### src/logic/dps_map.vh
// Register offsets, field positions, reset values and widths for the debug pin sharing block.
`ifndef DPS_MAP_VH
`define DPS_MAP_VH

// Wishbone byte offsets, one aligned 32-bit word per register.
`define DPS_ADR_FUNC        8'h00
`define DPS_ADR_IE          8'h04
`define DPS_ADR_OE          8'h08
`define DPS_ADR_OD          8'h0c
`define DPS_ADR_PUP         8'h10
`define DPS_ADR_PDN         8'h14
`define DPS_ADR_GP_OUT      8'h18
`define DPS_ADR_GP_IN       8'h1c
`define DPS_ADR_DBG_CFG     8'h20
`define DPS_ADR_STANDBY     8'h24
`define DPS_ADR_STATUS      8'h28
`define DPS_ADR_W           8

// Pin vector positions: bit 0 is port B pin 3 up to bit 3 for port B pin 6.
`define DPS_PIN3            0
`define DPS_PIN4            1
`define DPS_PIN5            2
`define DPS_PIN6            3
`define DPS_NPINS           4

// Reset values of the per-pin port control registers.
`define DPS_RST_FUNC        4'hf
`define DPS_RST_IE          4'hb
`define DPS_RST_OE          4'h5
`define DPS_RST_OD          4'h0
`define DPS_RST_PUP         4'h9
`define DPS_RST_PDN         4'h2
`define DPS_RST_GP_OUT      4'h0

// Debug configuration register fields.
`define DPS_CFG_SWD         0
`define DPS_CFG_TRACE       1
`define DPS_CFG_TMR_LSB     8
`define DPS_RST_CFG         1'b0

// Standby control register field.
`define DPS_STBY_DRIVE      0
`define DPS_RST_DRIVE       1'b0

// Status register fields.
`define DPS_ST_HALT         0
`define DPS_ST_STOP         1
`define DPS_ST_LP_FULL      2
`define DPS_ST_LINK_CLK     3
`define DPS_ST_OWN_LSB      4

// Number of 16-bit timer/counters with a halt-stop setting.
`define DPS_NUM_TIMERS      4

`endif

### src/logic/dps_pin_sync.v
// Three-flop pin synchroniser with agreement filter for inputs from outside the clock domain.
`timescale 1ns/1ps
module dps_pin_sync #(
   parameter WIDTH = 4
) (
   input  wire             clk_in,
   input  wire             rst_n_in,
   input  wire [WIDTH-1:0] async_in,
   output reg  [WIDTH-1:0] sync_out
);
   reg [WIDTH-1:0] stage1;
   reg [WIDTH-1:0] stage2;
   reg [WIDTH-1:0] stage3;

   // Stage one feeds only stage two; the filter looks at stages two and three and its own previous output.
   always @(posedge clk_in) begin
      if (!rst_n_in) begin
         stage1   <= {WIDTH{1'b0}};
         stage2   <= {WIDTH{1'b0}};
         stage3   <= {WIDTH{1'b0}};
         sync_out <= {WIDTH{1'b0}};
      end else begin
         stage1   <= async_in;
         stage2   <= stage1;
         stage3   <= stage2;
         sync_out <= (stage2 & stage3) | (sync_out & (stage2 | stage3));
      end
   end
endmodule

### src/logic/dps_debug_pins.v
// Debug pin sharing: port B pins 3 to 6 between the debug link and general-purpose use, plus halt gating.
//
// Behaviour
// - Out of reset, port B pins 3, 4, 5 and 6 carry debug functions.
// - Pin 3 is TMS input or bidirectional SWDIO; pin 4 is TCK or SWCLK.
// - Pin 5 is TDO, or the trace viewer output when trace is enabled.
// - Pin 6 is only the JTAG TDI input, unused by serial wire debug.
// - Reset port settings: function 1, no open drain, documented input/output/pull values.
// - Debug pins 3 and 5 keep driving in STOP regardless of standby drive enable.
// - Pin 4 in debug function keeps low-power modes from taking full effect.
// - JTAG uses four pins, SWD two, SWD with trace three, disabled none.
// - Debug pins not needed by the chosen usage work as ordinary port pins.
// - A debug break puts the core into HALT.
// - The watchdog stops counting automatically while the core is halted.
// - Each 16-bit timer chooses whether it keeps counting or stops in HALT.
// - All other peripherals keep running while the core is halted.
//
// The placing of the registers and the Wishbone slave port were left to the implementer.
`timescale 1ns/1ps
`include "dps_map.vh"
module dps_debug_pins #(
   parameter NUM_TIMERS = `DPS_NUM_TIMERS
) (
   input  wire                  clk_in,
   input  wire                  rst_n_in,
   // Classic Wishbone slave.
   input  wire                  wb_cyc_in,
   input  wire                  wb_stb_in,
   input  wire                  wb_we_in,
   input  wire [7:0]            wb_adr_in,
   input  wire [3:0]            wb_sel_in,
   input  wire [31:0]           wb_dat_in,
   output reg  [31:0]           wb_dat_out,
   output reg                   wb_ack_out,
   // Port B pins 3..6 as input, output and output enable, plus pad controls.
   input  wire [3:0]            pin_in,
   output reg  [3:0]            pin_out,
   output reg  [3:0]            pin_oe_out,
   output reg  [3:0]            pin_ie_out,
   output reg  [3:0]            pin_pullup_out,
   output reg  [3:0]            pin_pulldown_out,
   // Towards the internal debug port.
   output reg                   dbg_tms_swdio_out,
   output reg                   dbg_tdi_out,
   output reg                   dbg_clk_level_out,
   output reg                   dbg_clk_rise_out,
   output reg                   dbg_clk_fall_out,
   output reg                   dbg_swd_mode_out,
   input  wire                  dbg_swdio_data_in,
   input  wire                  dbg_swdio_oe_in,
   input  wire                  dbg_tdo_in,
   input  wire                  dbg_trace_in,
   input  wire                  dbg_break_in,
   input  wire                  dbg_resume_in,
   // Low-power and halt side effects.
   input  wire                  stop_req_in,
   output reg                   low_power_full_out,
   output reg                   core_halt_out,
   output reg                   watchdog_count_en_out,
   output reg  [NUM_TIMERS-1:0] timer_count_en_out
);
   ////////////////////////////////////////////////////////////////////////////////////////////////
   reg  [3:0]            port_b_function_select;
   reg  [3:0]            port_b_input_enable;
   reg  [3:0]            port_b_output_enable;
   reg  [3:0]            port_b_open_drain;
   reg  [3:0]            port_b_pullup;
   reg  [3:0]            port_b_pulldown;
   reg  [3:0]            gp_data;
   reg                   swd_mode;
   reg                   trace_en;
   reg  [NUM_TIMERS-1:0] timer_halt_stop;
   reg                   standby_drive_enable;
   reg                   halted;
   reg                   clk_prev;
   wire [3:0]            pin_sync;
   reg  [3:0]            needed;
   wire [3:0]            owned;
   wire                  req;
   wire                  wr_en;
   reg  [31:0]           next_rdata;
   reg  [31:0]           wmask;

   dps_pin_sync #(
      .WIDTH    (`DPS_NPINS)
   ) u_sync (
      .clk_in   (clk_in),
      .rst_n_in (rst_n_in),
      .async_in (pin_in),
      .sync_out (pin_sync)
   );

   ////////////////////////////////////////////////////////////////////////////////////////////////
   // Which pins the chosen protocol actually uses.
   always @* begin
      needed[`DPS_PIN3] = 1'b1;
      needed[`DPS_PIN4] = 1'b1;
      needed[`DPS_PIN5] = !swd_mode || trace_en;
      needed[`DPS_PIN6] = !swd_mode;
   end

   // A pin belongs to debug only while selected and needed; otherwise it is a port pin.
   assign owned = port_b_function_select & needed;

   ////////////////////////////////////////////////////////////////////////////////////////////////
   // Wishbone: ack one cycle after the request; writes land on the edge where ack is high.
   assign req   = wb_cyc_in && wb_stb_in;
   assign wr_en = req && wb_we_in && wb_ack_out;

   always @* begin
      wmask = {{8{wb_sel_in[3]}}, {8{wb_sel_in[2]}}, {8{wb_sel_in[1]}}, {8{wb_sel_in[0]}}};
      next_rdata = 32'h0000_0000;
      if (wb_adr_in == `DPS_ADR_FUNC) begin
         next_rdata[3:0] = port_b_function_select;
      end else if (wb_adr_in == `DPS_ADR_IE) begin
         next_rdata[3:0] = port_b_input_enable;
      end else if (wb_adr_in == `DPS_ADR_OE) begin
         next_rdata[3:0] = port_b_output_enable;
      end else if (wb_adr_in == `DPS_ADR_OD) begin
         next_rdata[3:0] = port_b_open_drain;
      end else if (wb_adr_in == `DPS_ADR_PUP) begin
         next_rdata[3:0] = port_b_pullup;
      end else if (wb_adr_in == `DPS_ADR_PDN) begin
         next_rdata[3:0] = port_b_pulldown;
      end else if (wb_adr_in == `DPS_ADR_GP_OUT) begin
         next_rdata[3:0] = gp_data;
      end else if (wb_adr_in == `DPS_ADR_GP_IN) begin
         next_rdata[3:0] = pin_sync & port_b_input_enable;
      end else if (wb_adr_in == `DPS_ADR_DBG_CFG) begin
         next_rdata[`DPS_CFG_SWD]   = swd_mode;
         next_rdata[`DPS_CFG_TRACE] = trace_en;
         next_rdata[`DPS_CFG_TMR_LSB +: NUM_TIMERS] = timer_halt_stop;
      end else if (wb_adr_in == `DPS_ADR_STANDBY) begin
         next_rdata[`DPS_STBY_DRIVE] = standby_drive_enable;
      end else if (wb_adr_in == `DPS_ADR_STATUS) begin
         next_rdata[`DPS_ST_HALT]     = halted;
         next_rdata[`DPS_ST_STOP]     = stop_req_in;
         next_rdata[`DPS_ST_LP_FULL]  = low_power_full_out;
         next_rdata[`DPS_ST_LINK_CLK] = pin_sync[`DPS_PIN4];
         next_rdata[`DPS_ST_OWN_LSB +: 4] = owned;
      end
   end

   always @(posedge clk_in) begin
      if (!rst_n_in) begin
         wb_ack_out <= 1'b0;
         wb_dat_out <= 32'h0000_0000;
      end else begin
         wb_ack_out <= req && !wb_ack_out;
         if (req && !wb_ack_out) begin
            wb_dat_out <= next_rdata;
         end
      end
   end

   // Software may rewrite the function select at any time; the hardware cannot tell whether a
   // probe is attached, so keeping debug pins during a session is left to the program.
   always @(posedge clk_in) begin
      if (!rst_n_in) begin
         port_b_function_select <= `DPS_RST_FUNC;
         port_b_input_enable    <= `DPS_RST_IE;
         port_b_output_enable   <= `DPS_RST_OE;
         port_b_open_drain      <= `DPS_RST_OD;
         port_b_pullup          <= `DPS_RST_PUP;
         port_b_pulldown        <= `DPS_RST_PDN;
         gp_data                <= `DPS_RST_GP_OUT;
         swd_mode               <= `DPS_RST_CFG;
         trace_en               <= `DPS_RST_CFG;
         timer_halt_stop        <= {NUM_TIMERS{1'b0}};
         standby_drive_enable   <= `DPS_RST_DRIVE;
      end else if (wr_en) begin
         if (wb_adr_in == `DPS_ADR_FUNC) begin
            port_b_function_select <= (port_b_function_select & ~wmask[3:0]) | (wb_dat_in[3:0] & wmask[3:0]);
         end else if (wb_adr_in == `DPS_ADR_IE) begin
            port_b_input_enable <= (port_b_input_enable & ~wmask[3:0]) | (wb_dat_in[3:0] & wmask[3:0]);
         end else if (wb_adr_in == `DPS_ADR_OE) begin
            port_b_output_enable <= (port_b_output_enable & ~wmask[3:0]) | (wb_dat_in[3:0] & wmask[3:0]);
         end else if (wb_adr_in == `DPS_ADR_OD) begin
            port_b_open_drain <= (port_b_open_drain & ~wmask[3:0]) | (wb_dat_in[3:0] & wmask[3:0]);
         end else if (wb_adr_in == `DPS_ADR_PUP) begin
            port_b_pullup <= (port_b_pullup & ~wmask[3:0]) | (wb_dat_in[3:0] & wmask[3:0]);
         end else if (wb_adr_in == `DPS_ADR_PDN) begin
            port_b_pulldown <= (port_b_pulldown & ~wmask[3:0]) | (wb_dat_in[3:0] & wmask[3:0]);
         end else if (wb_adr_in == `DPS_ADR_GP_OUT) begin
            gp_data <= (gp_data & ~wmask[3:0]) | (wb_dat_in[3:0] & wmask[3:0]);
         end else if (wb_adr_in == `DPS_ADR_DBG_CFG) begin
            if (wb_sel_in[0]) begin
               swd_mode <= wb_dat_in[`DPS_CFG_SWD];
               trace_en <= wb_dat_in[`DPS_CFG_TRACE];
            end
            if (wb_sel_in[1]) begin
               timer_halt_stop <= wb_dat_in[`DPS_CFG_TMR_LSB +: NUM_TIMERS];
            end
         end else if (wb_adr_in == `DPS_ADR_STANDBY) begin
            if (wb_sel_in[0]) begin
               standby_drive_enable <= wb_dat_in[`DPS_STBY_DRIVE];
            end
         end
      end
   end

   ////////////////////////////////////////////////////////////////////////////////////////////////
   // Pad multiplexer, registered so every pad control comes straight from a flip-flop.
   genvar i;
   generate
      for (i = 0; i < `DPS_NPINS; i = i + 1) begin : g_pad
         always @(posedge clk_in) begin
            if (!rst_n_in) begin
               pin_out[i]          <= 1'b0;
               pin_oe_out[i]       <= 1'b0;
               pin_ie_out[i]       <= 1'b0;
               pin_pullup_out[i]   <= 1'b0;
               pin_pulldown_out[i] <= 1'b0;
            end else begin
               pin_ie_out[i]       <= port_b_input_enable[i];
               pin_pullup_out[i]   <= port_b_pullup[i];
               pin_pulldown_out[i] <= port_b_pulldown[i];
               if (owned[i]) begin
                  // Debug pins ignore the standby drive bit, so STOP never cuts the probe off.
                  if (i == `DPS_PIN3) begin
                     pin_out[i]    <= dbg_swdio_data_in;
                     pin_oe_out[i] <= port_b_output_enable[i] && swd_mode && dbg_swdio_oe_in;
                  end else if (i == `DPS_PIN5) begin
                     pin_out[i]    <= trace_en ? dbg_trace_in : dbg_tdo_in;
                     pin_oe_out[i] <= port_b_output_enable[i];
                  end else begin
                     pin_out[i]    <= 1'b0;
                     pin_oe_out[i] <= 1'b0;
                  end
               end else begin
                  // Open drain only ever pulls low; a high level is left to the pull-up.
                  pin_out[i]    <= port_b_open_drain[i] ? 1'b0 : gp_data[i];
                  pin_oe_out[i] <= port_b_output_enable[i]
                                   && (!port_b_open_drain[i] || !gp_data[i])
                                   && (!stop_req_in || standby_drive_enable);
               end
            end
         end
      end
   endgenerate

   ////////////////////////////////////////////////////////////////////////////////////////////////
   // Link side: the probe clock is sampled by clk_in, so it must stay well below half its rate.
   always @(posedge clk_in) begin
      if (!rst_n_in) begin
         clk_prev          <= 1'b0;
         dbg_clk_level_out <= 1'b0;
         dbg_clk_rise_out  <= 1'b0;
         dbg_clk_fall_out  <= 1'b0;
         dbg_tms_swdio_out <= 1'b0;
         dbg_tdi_out       <= 1'b0;
         dbg_swd_mode_out  <= 1'b0;
      end else begin
         clk_prev          <= pin_sync[`DPS_PIN4];
         dbg_clk_level_out <= owned[`DPS_PIN4] && pin_sync[`DPS_PIN4];
         dbg_clk_rise_out  <= owned[`DPS_PIN4] && pin_sync[`DPS_PIN4] && !clk_prev;
         dbg_clk_fall_out  <= owned[`DPS_PIN4] && !pin_sync[`DPS_PIN4] && clk_prev;
         dbg_tms_swdio_out <= owned[`DPS_PIN3] && pin_sync[`DPS_PIN3];
         dbg_tdi_out       <= owned[`DPS_PIN6] && pin_sync[`DPS_PIN6];
         dbg_swd_mode_out  <= swd_mode;
      end
   end

   ////////////////////////////////////////////////////////////////////////////////////////////////
   // Halt state and its effect on the watchdog and timers; a break beats a resume.
   always @(posedge clk_in) begin
      if (!rst_n_in) begin
         halted <= 1'b0;
      end else if (dbg_break_in) begin
         halted <= 1'b1;
      end else if (dbg_resume_in) begin
         halted <= 1'b0;
      end
   end

   always @(posedge clk_in) begin
      if (!rst_n_in) begin
         core_halt_out         <= 1'b0;
         watchdog_count_en_out <= 1'b1;
         timer_count_en_out    <= {NUM_TIMERS{1'b1}};
         low_power_full_out    <= 1'b0;
      end else begin
         core_halt_out         <= halted;
         watchdog_count_en_out <= !halted;
         timer_count_en_out    <= ~({NUM_TIMERS{halted}} & timer_halt_stop);
         // Only the watchdog and timers see the halt; no other enable is gated here.
         low_power_full_out    <= stop_req_in && !owned[`DPS_PIN4];
      end
   end
endmodule

### config.mk
export PLATFORM = sky130hd
export DESIGN_NAME = dps_debug_pins
export DESIGN_NICKNAME = d
export VERILOG_FILES = /design/src/logic/dps_pin_sync.v /design/src/logic/dps_debug_pins.v
export VERILOG_INCLUDE_DIRS = /design/src /design/src/logic
export SDC_FILE = /design/constraint.sdc
export NUM_CORES = 1
export LEC_CHECK = 0
export ABC_AREA = 1
export CAP_MARGIN = 20
export CORE_ASPECT_RATIO = 0.75
export CORE_UTILIZATION = 40
export DETAILED_ROUTE_END_ITERATION = 10
export DONT_BUFFER_PORTS = 1
export GPL_ROUTABILITY_DRIVEN = 0
export PLACE_DENSITY = 0.55
export SLEW_MARGIN = 40
export SYNTH_ARGS = -nofsm -noshare
export SYNTH_HDL_FRONTEND = slang
export SYNTH_SLANG_ARGS = --single-unit
### constraint.sdc
create_clock -name clk_in -period 1.7 [get_ports clk_in]
set_input_delay 0.17 -clock clk_in [delete_from_list [all_inputs] [get_ports clk_in]]
set_output_delay 0.17 -clock clk_in [all_outputs]
set_load 0.01 [all_outputs]
==> results of run 1 <==
-- final cells by class --
type,count,area (um^2)
clock buffer,10,229
sequential,99,1980
inverter,83,314
clock inverter,5,38.8
tap,132,165
timing repair buffer,19,193
multi-input combinational,323,1650
fill,971,5210
-- worst max-delay path: stages, from the launching register on --
cell and delay [ps]:
dfxtp_1 400, nand2_1 110, nor2_4 110, inv_2 70
nor2_4 200, inv_2 100, nor2_4 190, o21ai_0 110
a21oi_1 110
-- power by group through the flow --
stage | sequential, uW | combinational [uW] | clock (uW)
after floorplan | 2430 | 174 | 0
final | 2380 | 212 | 1860
after CTS | 2380 | 211 | 1920
after global placement | 2430 | 151 | 0
after detailed placement | 2430 | 153 | 0
after global routing | 2380 | 234 | 2010
-- per-layer routing --
metal  part of all wire  vias up  GRT usage
met5                  0        -          0
met4              0.015        0     0.0679
met3              0.094       14     0.0593
met2               0.42      120      0.290
met1               0.47     1497      0.274
li1                   -     1633          -
-- placed cells by master (no fill, tap or decap), drive strengths merged --
| cell | synthesis | routed |
|---|---|---|
| nand2 | 121 | 121 |
| dfxtp | 99 | 99 |
| inv | 83 | 85 |
| nor2 | 50 | 50 |
| a21oi | 39 | 39 |
| nand3 | 27 | 27 |
| o21ai | 23 | 23 |
| conb | 1 | 20 |
| dlygate4sd3 | 0 | 12 |
| o211ai | 11 | 11 |
| nor3 | 11 | 11 |
| clkbuf | 6 | 10 |
| a211oi | 7 | 7 |
| buf | 26 | 7 |
| o22ai | 3 | 3 |
| a2111oi | 2 | 2 |
| nand3b | 2 | 2 |
| nand4 | 2 | 2 |
| clkinv | 0 | 2 |
| and2 | 1 | 1 |
| o21a | 1 | 1 |
| o211a | 1 | 1 |
| o21bai | 1 | 1 |
| a31oi | 1 | 1 |
| clkinvlp | 0 | 1 |
-- cell families after synthesis --
| group | after synthesis | synth area share |
|---|---|---|
| and+or+nand+nor | 214 | 0.260 |
| buffers and inverters | 115 | 0.126 |
| DFF | 99 | 0.487 |
| AOI/OAI and AO/OA | 89 | 0.126 |
| other | 1 | 0.000921 |
-- per-stage QoR --
step,util,hold WS (ps),cells
2_1_floorplan,-,268,537
3_3_place_gp,0.425,269,643
3_5_place_dp,0.425,268,643
4_1_cts,0.467,5.14,671
5_1_grt,0.467,20.7,671
6_report,0.467,14.3,671
-- worst paths after layout --
kind | endpoint | slack, ps | cells past startpoint
worst max-delay path | flop | 230 | 8
worst min-delay path | timer_halt_stop[0] | 10 | 2
worst max register to register | flop | 230 | 8
worst min register to register | u_sync.stage2[3] | 410 | 2
-- repair_timing --
item / 4_1_cts / 5_1_grt
endpoints found under the hold margin: 72 / 0
resized for setup: 0 / 0
hold buffers: 13 / 0
==> flow_metrics.tcl, run 1 <==
set metrics [dict create \
    antennaDiodeCount 0 \
    synth_common_cells "110 x nand2_1, 99 x dfxtp_1, 73 x inv_1" \
    grt_pass1_vias 2939 \
    post_cts_buffers 0 \
    wl_per_cell_um 15.1 \
    fin_nets 595 \
    insertion_delay_ps 340 \
    fin_tns_setup_ps 0 \
    p_per_area_nw_per_um2 974 \
    path_clk_slew_ps 60 \
    start_kind "flop" \
    report.final.slew_viol_count 0 \
    fin_crit_sh 0.868 \
    total_power_uw 4450 \
    synth_ff_type "dfxtp_1" \
    cts_tree "built" \
    drt_wl_total_um 10200 \
    grt_remaining_overflow 0 \
    clockBufferDepth 2 \
    cts-htree-levels 3 \
    fp-row-count 31 \
    grt_pass1_wl_um 15500 \
    ios 126 \
    numCtsBuffers 9 \
    intPower_uw 3410 \
    hold_violations 0 \
    chipHeight_um 89.4 \
    ys_types 35 \
    synth-edff-count 0 \
    synth_area_leader_cell "dfxtp_1" \
    gr-usage-all-layers 0.197 \
    netlist_instances 518 \
    grt_max_degree 65 \
    combPwrFrac 0.048 \
    drtIter0Drc 257 \
    dpl_cell_area_um2 4150 \
    power_leakage_uw 0.00209 \
    cts-root-buf "clkbuf_16" \
    antenna_found_initial 0 \
    fp.dieW_um 118 \
    hold_class "in -> reg" \
    finalCriticalPeriod_ps 1470 \
    routed_via_density 4.86 \
    hp-start "wb_dat_in[8]" \
    end_kind "flop" \
    async_reset_ff_frac 0 \
    required_ps 1970 \
    p_switching_uw 1030 \
    core_um2 9770 \
    final-setup-viol-count 0 \
    first_pass_iters 4 \
    ir_drop_v 0.000610 \
    postLayoutCellArea_um2 4570 \
    synthTopCellsByArea "dfxtp_1 49%, nand2_1 10%, inv_1 6.7%" \
    seq_power_share 0.535 \
    crit_arrival_ps 1750 \
    postLayoutSetupSlackWorst_ps 225 \
    yosysMostFrequentCell "nand2_1" \
    start_util 0.416 \
    vias 3264 \
    drc 0 \
    area_growth_pct 12.2 \
    cts_sinks 99 \
    pre_cts_ws_ps 264 \
    cp_max_fo 8 \
    portBuffers 0 \
    sw_frac_of_total 0.232 \
    final_antenna_net_count 0 \
    synth_top_area_frac 0.487 \
    syn_area_um2 4070 \
    synth_area_per_cell_um2 7.86 \
    fmax_mhz 678 \
    worst_clock_skew_ps 8.09 \
    status "finished, final reports clean" \
    drive_gt1_frac 0.113 \
    path_class "reg -> reg" \
    p_clk_frac 0.417 \
    synth_seq_area_share 0.487 \
    ys_ff_latch 99 \
    max_cap_viol_count 0 \
    startpoint "wb_ack_out" \
    rsz0062_at_grt "false" \
    dieArea_um2 10600 \
    ys.warnings.count 0 \
    dp_hpwl_um 7470 \
    r2r_start "wb_ack_out" \
]
Power figures use the tool's default switching activity.
==> run 2, diff against run 1 <==
- CORE_MARGIN: not set -> 2
- CORE_UTILIZATION: 40 -> 62
- PLACE_DENSITY: 0.55 -> 0.79
==> run 2 against run 1 <==
Non-clock buffer count is 3 higher; die area is 32% lower; largest power group unchanged; wire length is 8.2% lower.
==> flow_metrics.tcl, run 2 (same netlist as run 1, synthesis figures left out) <==
set metrics [dict create \
    fp-row-count 25 \
    portBuffers 0 \
    fp.dieW_um 97.6 \
    cp_max_fo 7 \
    pre_cts_ws_ps 187 \
    slew_headroom 0.661 \
    ios 126 \
    ir_drop_v 0.000777 \
    status "finished, final reports clean" \
    hold_class "in -> reg" \
    path_clk_slew_ps 90 \
    gr-usage-all-layers 0.266 \
    final_antenna_net_count 0 \
    r2r_slack_ps 130 \
    area_growth_pct 9.28 \
    routed_via_density 5.33 \
    fmax_mhz 638 \
    p_clk_frac 0.341 \
    wl_per_cell_um 14.9 \
    hold_slack_ps 12.5 \
    start_kind "flop" \
    path_cells "nand2_1, nor2_4, inv_2, nor2_4, inv_2, nor2_4, o21ai_0, a21oi_1" \
    rsz0062_at_grt "false" \
    hp-start "wb_dat_in[3]" \
    critical_path.most_common_cell "nor2_4" \
    r2r_start "wb_ack_out" \
    end_kind "flop" \
    drc 0 \
    p_per_area_nw_per_um2 886 \
    cts-htree-levels 3 \
    combPwrFrac 0.056 \
    drtIter0Drc 275 \
    hold_violations 0 \
    antenna_found_initial 0 \
    grt_pass1_vias 3068 \
    finalNonFillerCells 624 \
    grt_pass1_wl_um 14800 \
    core_um2 6320 \
    slowest_stage "dfxtp_1" \
    cts_tree "built" \
    intPower_uw 3020 \
    grt_max_degree 66 \
    fin_nets 598 \
    grt_remaining_overflow 0 \
    final-setup-viol-count 0 \
    fin_tns_setup_ps 0 \
    sw_frac_of_total 0.232 \
    dp_cells 591 \
    dieArea_um2 7240 \
    p_switching_uw 915 \
    ff2ff_path_depth 8 \
    numCtsBuffers 9 \
    whs_path_depth 2 \
    first_pass_iters 5 \
    required_ps 2000 \
    power_leakage_uw 0.00206 \
    finalCriticalPeriod_ps 1570 \
    layout_common_cells "110 x nand2_1, 99 x dfxtp_1, 73 x inv_1" \
    postLayoutSetupSlackWorst_ps 133 \
    dp_hpwl_um 6610 \
    drt_wl_total_um 9330 \
    insertion_delay_ps 360 \
    cts-root-buf "clkbuf_8" \
    max_stage_delay_ps 410 \
    worst_clock_skew_ps 7.40 \
    crit_arrival_ps 1860 \
    tightest_slew_ps 495 \
    layout_commonest_cell "nand2_1" \
    report.final.slew_viol_count 0 \
    max_cap_viol_count 0 \
    cts_sinks 99 \
    drive_gt1_frac 0.113 \
    vias 3324 \
    chipHeight_um 74.2 \
    start_util 0.644 \
    path_class "reg -> reg" \
    fin_crit_sh 0.922 \
    clockBufferDepth 2 \
    seq_power_share 0.603 \
]
==> run 2: cell count changes in the layout (fill, tap and decap cells not counted), sizes merged <==
cell         delta
dlygate4sd3     +4
inv             -2
buf             -1
clkbuf          +1
clkinv          +1
diode           +1
==> run 2: final cells by class <==
cell class	count	area, um^2
multi-input combinational	323	1650
clock buffer	11	151
sequential	99	1980
fill	505	1870
timing repair buffer	22	225
tap	81	101
clock inverter	4	26.3
antenna	1	2.50
inverter	83	314
==> run 2: layer usage <==
metal	vias up	track usage	part of all wire	wire length, um
met5	-	0	0	0
met4	0	0.0694	0.013	123
met3	14	0.125	0.12	1110
met2	187	0.411	0.44	4120
met1	1480	0.342	0.43	3980
li1	1643	-	-	-
==> run 2: worst max-delay path: cells and delay by family, from the launching register on <==
family / cells / cell delay [ps]
AOI/OAI and AO/OA: 2 / 250
buffers and inverters: 2 / 190
and+or+nand+nor: 4 / 640
DFF: 1 / 410
==> run 2: through the flow <==
step | util | power (uW) | cell area, um^2
CTS | 0.704 | 3960 | 4450
finish | 0.704 | 3940 | 4450
global placement | 0.646 | 2580 | 4080
global route | 0.704 | 4090 | 4450
floorplan | - | 2600 | 4140
detailed placement | 0.646 | 2580 | 4080
==> run 2: power by group through the flow <==
stage                     clock network [uW]  registers (uW)  logic (uW)
after floorplan                            0            2430         174
after global placement                     0            2430         146
final                                   1340            2380         219
after detailed placement                   0            2430         150
after CTS                               1370            2380         216
after global routing                    1460            2380         244
==> run 2: how the worst max path moves through the flow <==
stage                          start   end  slack (ps)  cells past startpoint
after floorplan           wb_ack_out  flop         380                      8
after global placement    wb_ack_out  flop         230                      7
after detailed placement  wb_ack_out  flop         190                      8
after CTS                 wb_ack_out  flop         160                      8
after global routing      wb_ack_out  flop          10                      7
final                     wb_ack_out  flop         130                      8
==> run 2: repair_timing <==
| action | 4_1_cts | 5_1_grt |
|---|---|---|
| setup buffers | 0 | 0 |
| resized for setup | 0 | 0 |
| endpoints found under the hold margin | 80 | 0 |
| hold buffers | 17 | 0 |
==> run 3, diff against run 2 <==
- GPL_TIMING_DRIVEN: not set -> 0
- REMOVE_ABC_BUFFERS: not set -> 1
==> run 3 against run 2 <==
Sequential cell count stayed put; first-iteration DRC count fell by 15%; clock-buffer cell count shrank 1; sequential power is essentially flat; critical path type unchanged; highest routed layer unchanged.
==> flow_metrics.tcl, run 3 (same netlist as run 1, synthesis figures left out) <==
set metrics [dict create \
    start_kind "flop" \
    drive_gt1_frac 0.116 \
    fin_nets 597 \
    final_antenna_net_count 0 \
    critical-path-top-delay-family "simple AND/OR/NAND/NOR gates" \
    path_class "reg -> reg" \
    cp_max_fo 8 \
    cts-root-buf "clkbuf_8" \
    antenna_found_initial 0 \
    worst_clock_skew_ps 8.37 \
    grt_remaining_overflow 0 \
    dieArea_um2 7240 \
    postLayoutSetupSlackWorst_ps 85.7 \
    fin_crit_sh 0.950 \
    status "finished, final reports clean" \
    p_per_area_nw_per_um2 994 \
    grt_pass1_wl_um 15100 \
    ir_drop_v 0.000674 \
    portBuffers 0 \
    cts_tree "built" \
    ios 126 \
    end_kind "flop" \
    routed_via_density 5.60 \
    required_ps 1950 \
    numCtsBuffers 9 \
    cts-htree-levels 3 \
    dpl_cell_area_um2 4040 \
    final-setup-viol-count 0 \
    max_stage_delay_ps 380 \
    area_growth_pct 11.2 \
    dp_hpwl_um 6520 \
    core_um2 6320 \
    start_util 0.644 \
    gr-usage-all-layers 0.272 \
    critical_path.most_common_cell "nor2_4" \
    antennaDiodeCount 0 \
    path_clk_slew_ps 90 \
    grt_pass1_vias 3145 \
    crit_arrival_ps 1860 \
    slew_headroom 0.466 \
    fp.dieW_um 97.6 \
    fp-row-count 25 \
    finalNonFillerCells 623 \
    layout_commonest_cell "nand2_1" \
    wl_per_cell_um 15.7 \
    dp_cells 586 \
    drtIter0Drc 235 \
    drc 0 \
    finalCriticalPeriod_ps 1610 \
    postLayoutCellArea_um2 4530 \
    layout_common_cells "110 x nand2_1, 98 x dfxtp_1, 73 x inv_1" \
    tightest_slew_ps 800 \
    hold_class "in -> reg" \
    timing.critical_path.buf_inv 2 \
    fin_tns_setup_ps 0 \
    insertion_delay_ps 360 \
    grt_max_degree 66 \
    power_leakage_uw 0.00209 \
    drt_wl_total_um 9770 \
    first_pass_iters 6 \
    max_cap_viol_count 0 \
    hold_violations 0 \
    report.final.slew_viol_count 0 \
    clockBufferDepth 2 \
    slowest_stage "dfxtp_2" \
    path_cells "nand2_1, nor2_4, inv_2, nor2_4, buf_4, nand3_2, o21ai_0, a21oi_1" \
    cts_sinks 99 \
    fmax_mhz 619 \
    vias 3489 \
    chipHeight_um 74.2 \
    pre_cts_ws_ps -46.7 \
]
-- run 3: area by class of cell --
type	count	area, um^2
clock buffers	10	128
well taps	81	101
inverters	83	314
fillers	500	1790
flip-flops and latches	99	1980
multi-input cells	323	1650
clock inverters	6	136
repair buffers	21	215
-- run 3: per-layer routing --
layer	global-route usage	routed length (um)
met1	0.342	4080
met2	0.455	4510
met3	0.0977	963
met4	0.0725	215
met5	0	0
-- run 3: worst reg2reg max path: stages (launching register included) --
cell     delay, ps
dfxtp_2        380
nand2_1        100
nor2_4         160
inv_2           90
nor2_4         220
buf_4          150
nand3_2        130
o21ai_0        200
a21oi_1         60
-- run 3: power by group --
group / leakage [uW] / switching, uW / total, uW / internal (uW)
clock network: 0.000127 / 779 / 1910 / 1130
registers: 0.000805 / 25.9 / 2380 / 2350
logic: 0.00116 / 145 / 211 / 65.4
total: 0.00209 / 951 / 4500 / 3550
-- run 3: path summary, 6_finish.rpt --
| kind | cells past startpoint | to | slack (ps) | start |
|---|---|---|---|---|
| setup / recovery | 8 | flop | 90 | wb_ack_out |
| setup reg to reg | 8 | flop | 90 | wb_ack_out |
| hold / removal | 2 | flop | 20 | wb_dat_in[3] |
| hold reg to reg | 2 | u_sync.stage2[2] | 420 | u_sync.stage1[2] |
-- run 3: metrics by stage --
stage          power (uW)  hold slack (ps)  utilization
2_1_floorplan        2550              254            -
3_3_place_gp         2570              264        0.640
3_5_place_dp         2570              270        0.640
4_1_cts              4510             5.05        0.710
5_1_grt              4630             15.0        0.716
6_report             4500             15.2        0.716
-- run 3: what timing repair did --
item	4_1_cts	5_1_grt
gates resized for setup	1	1
endpoints found under the setup margin	1	13
pin swaps	0	2
buffers inserted	0	5
hold buffers	16	0
endpoints found under the hold margin	79	0
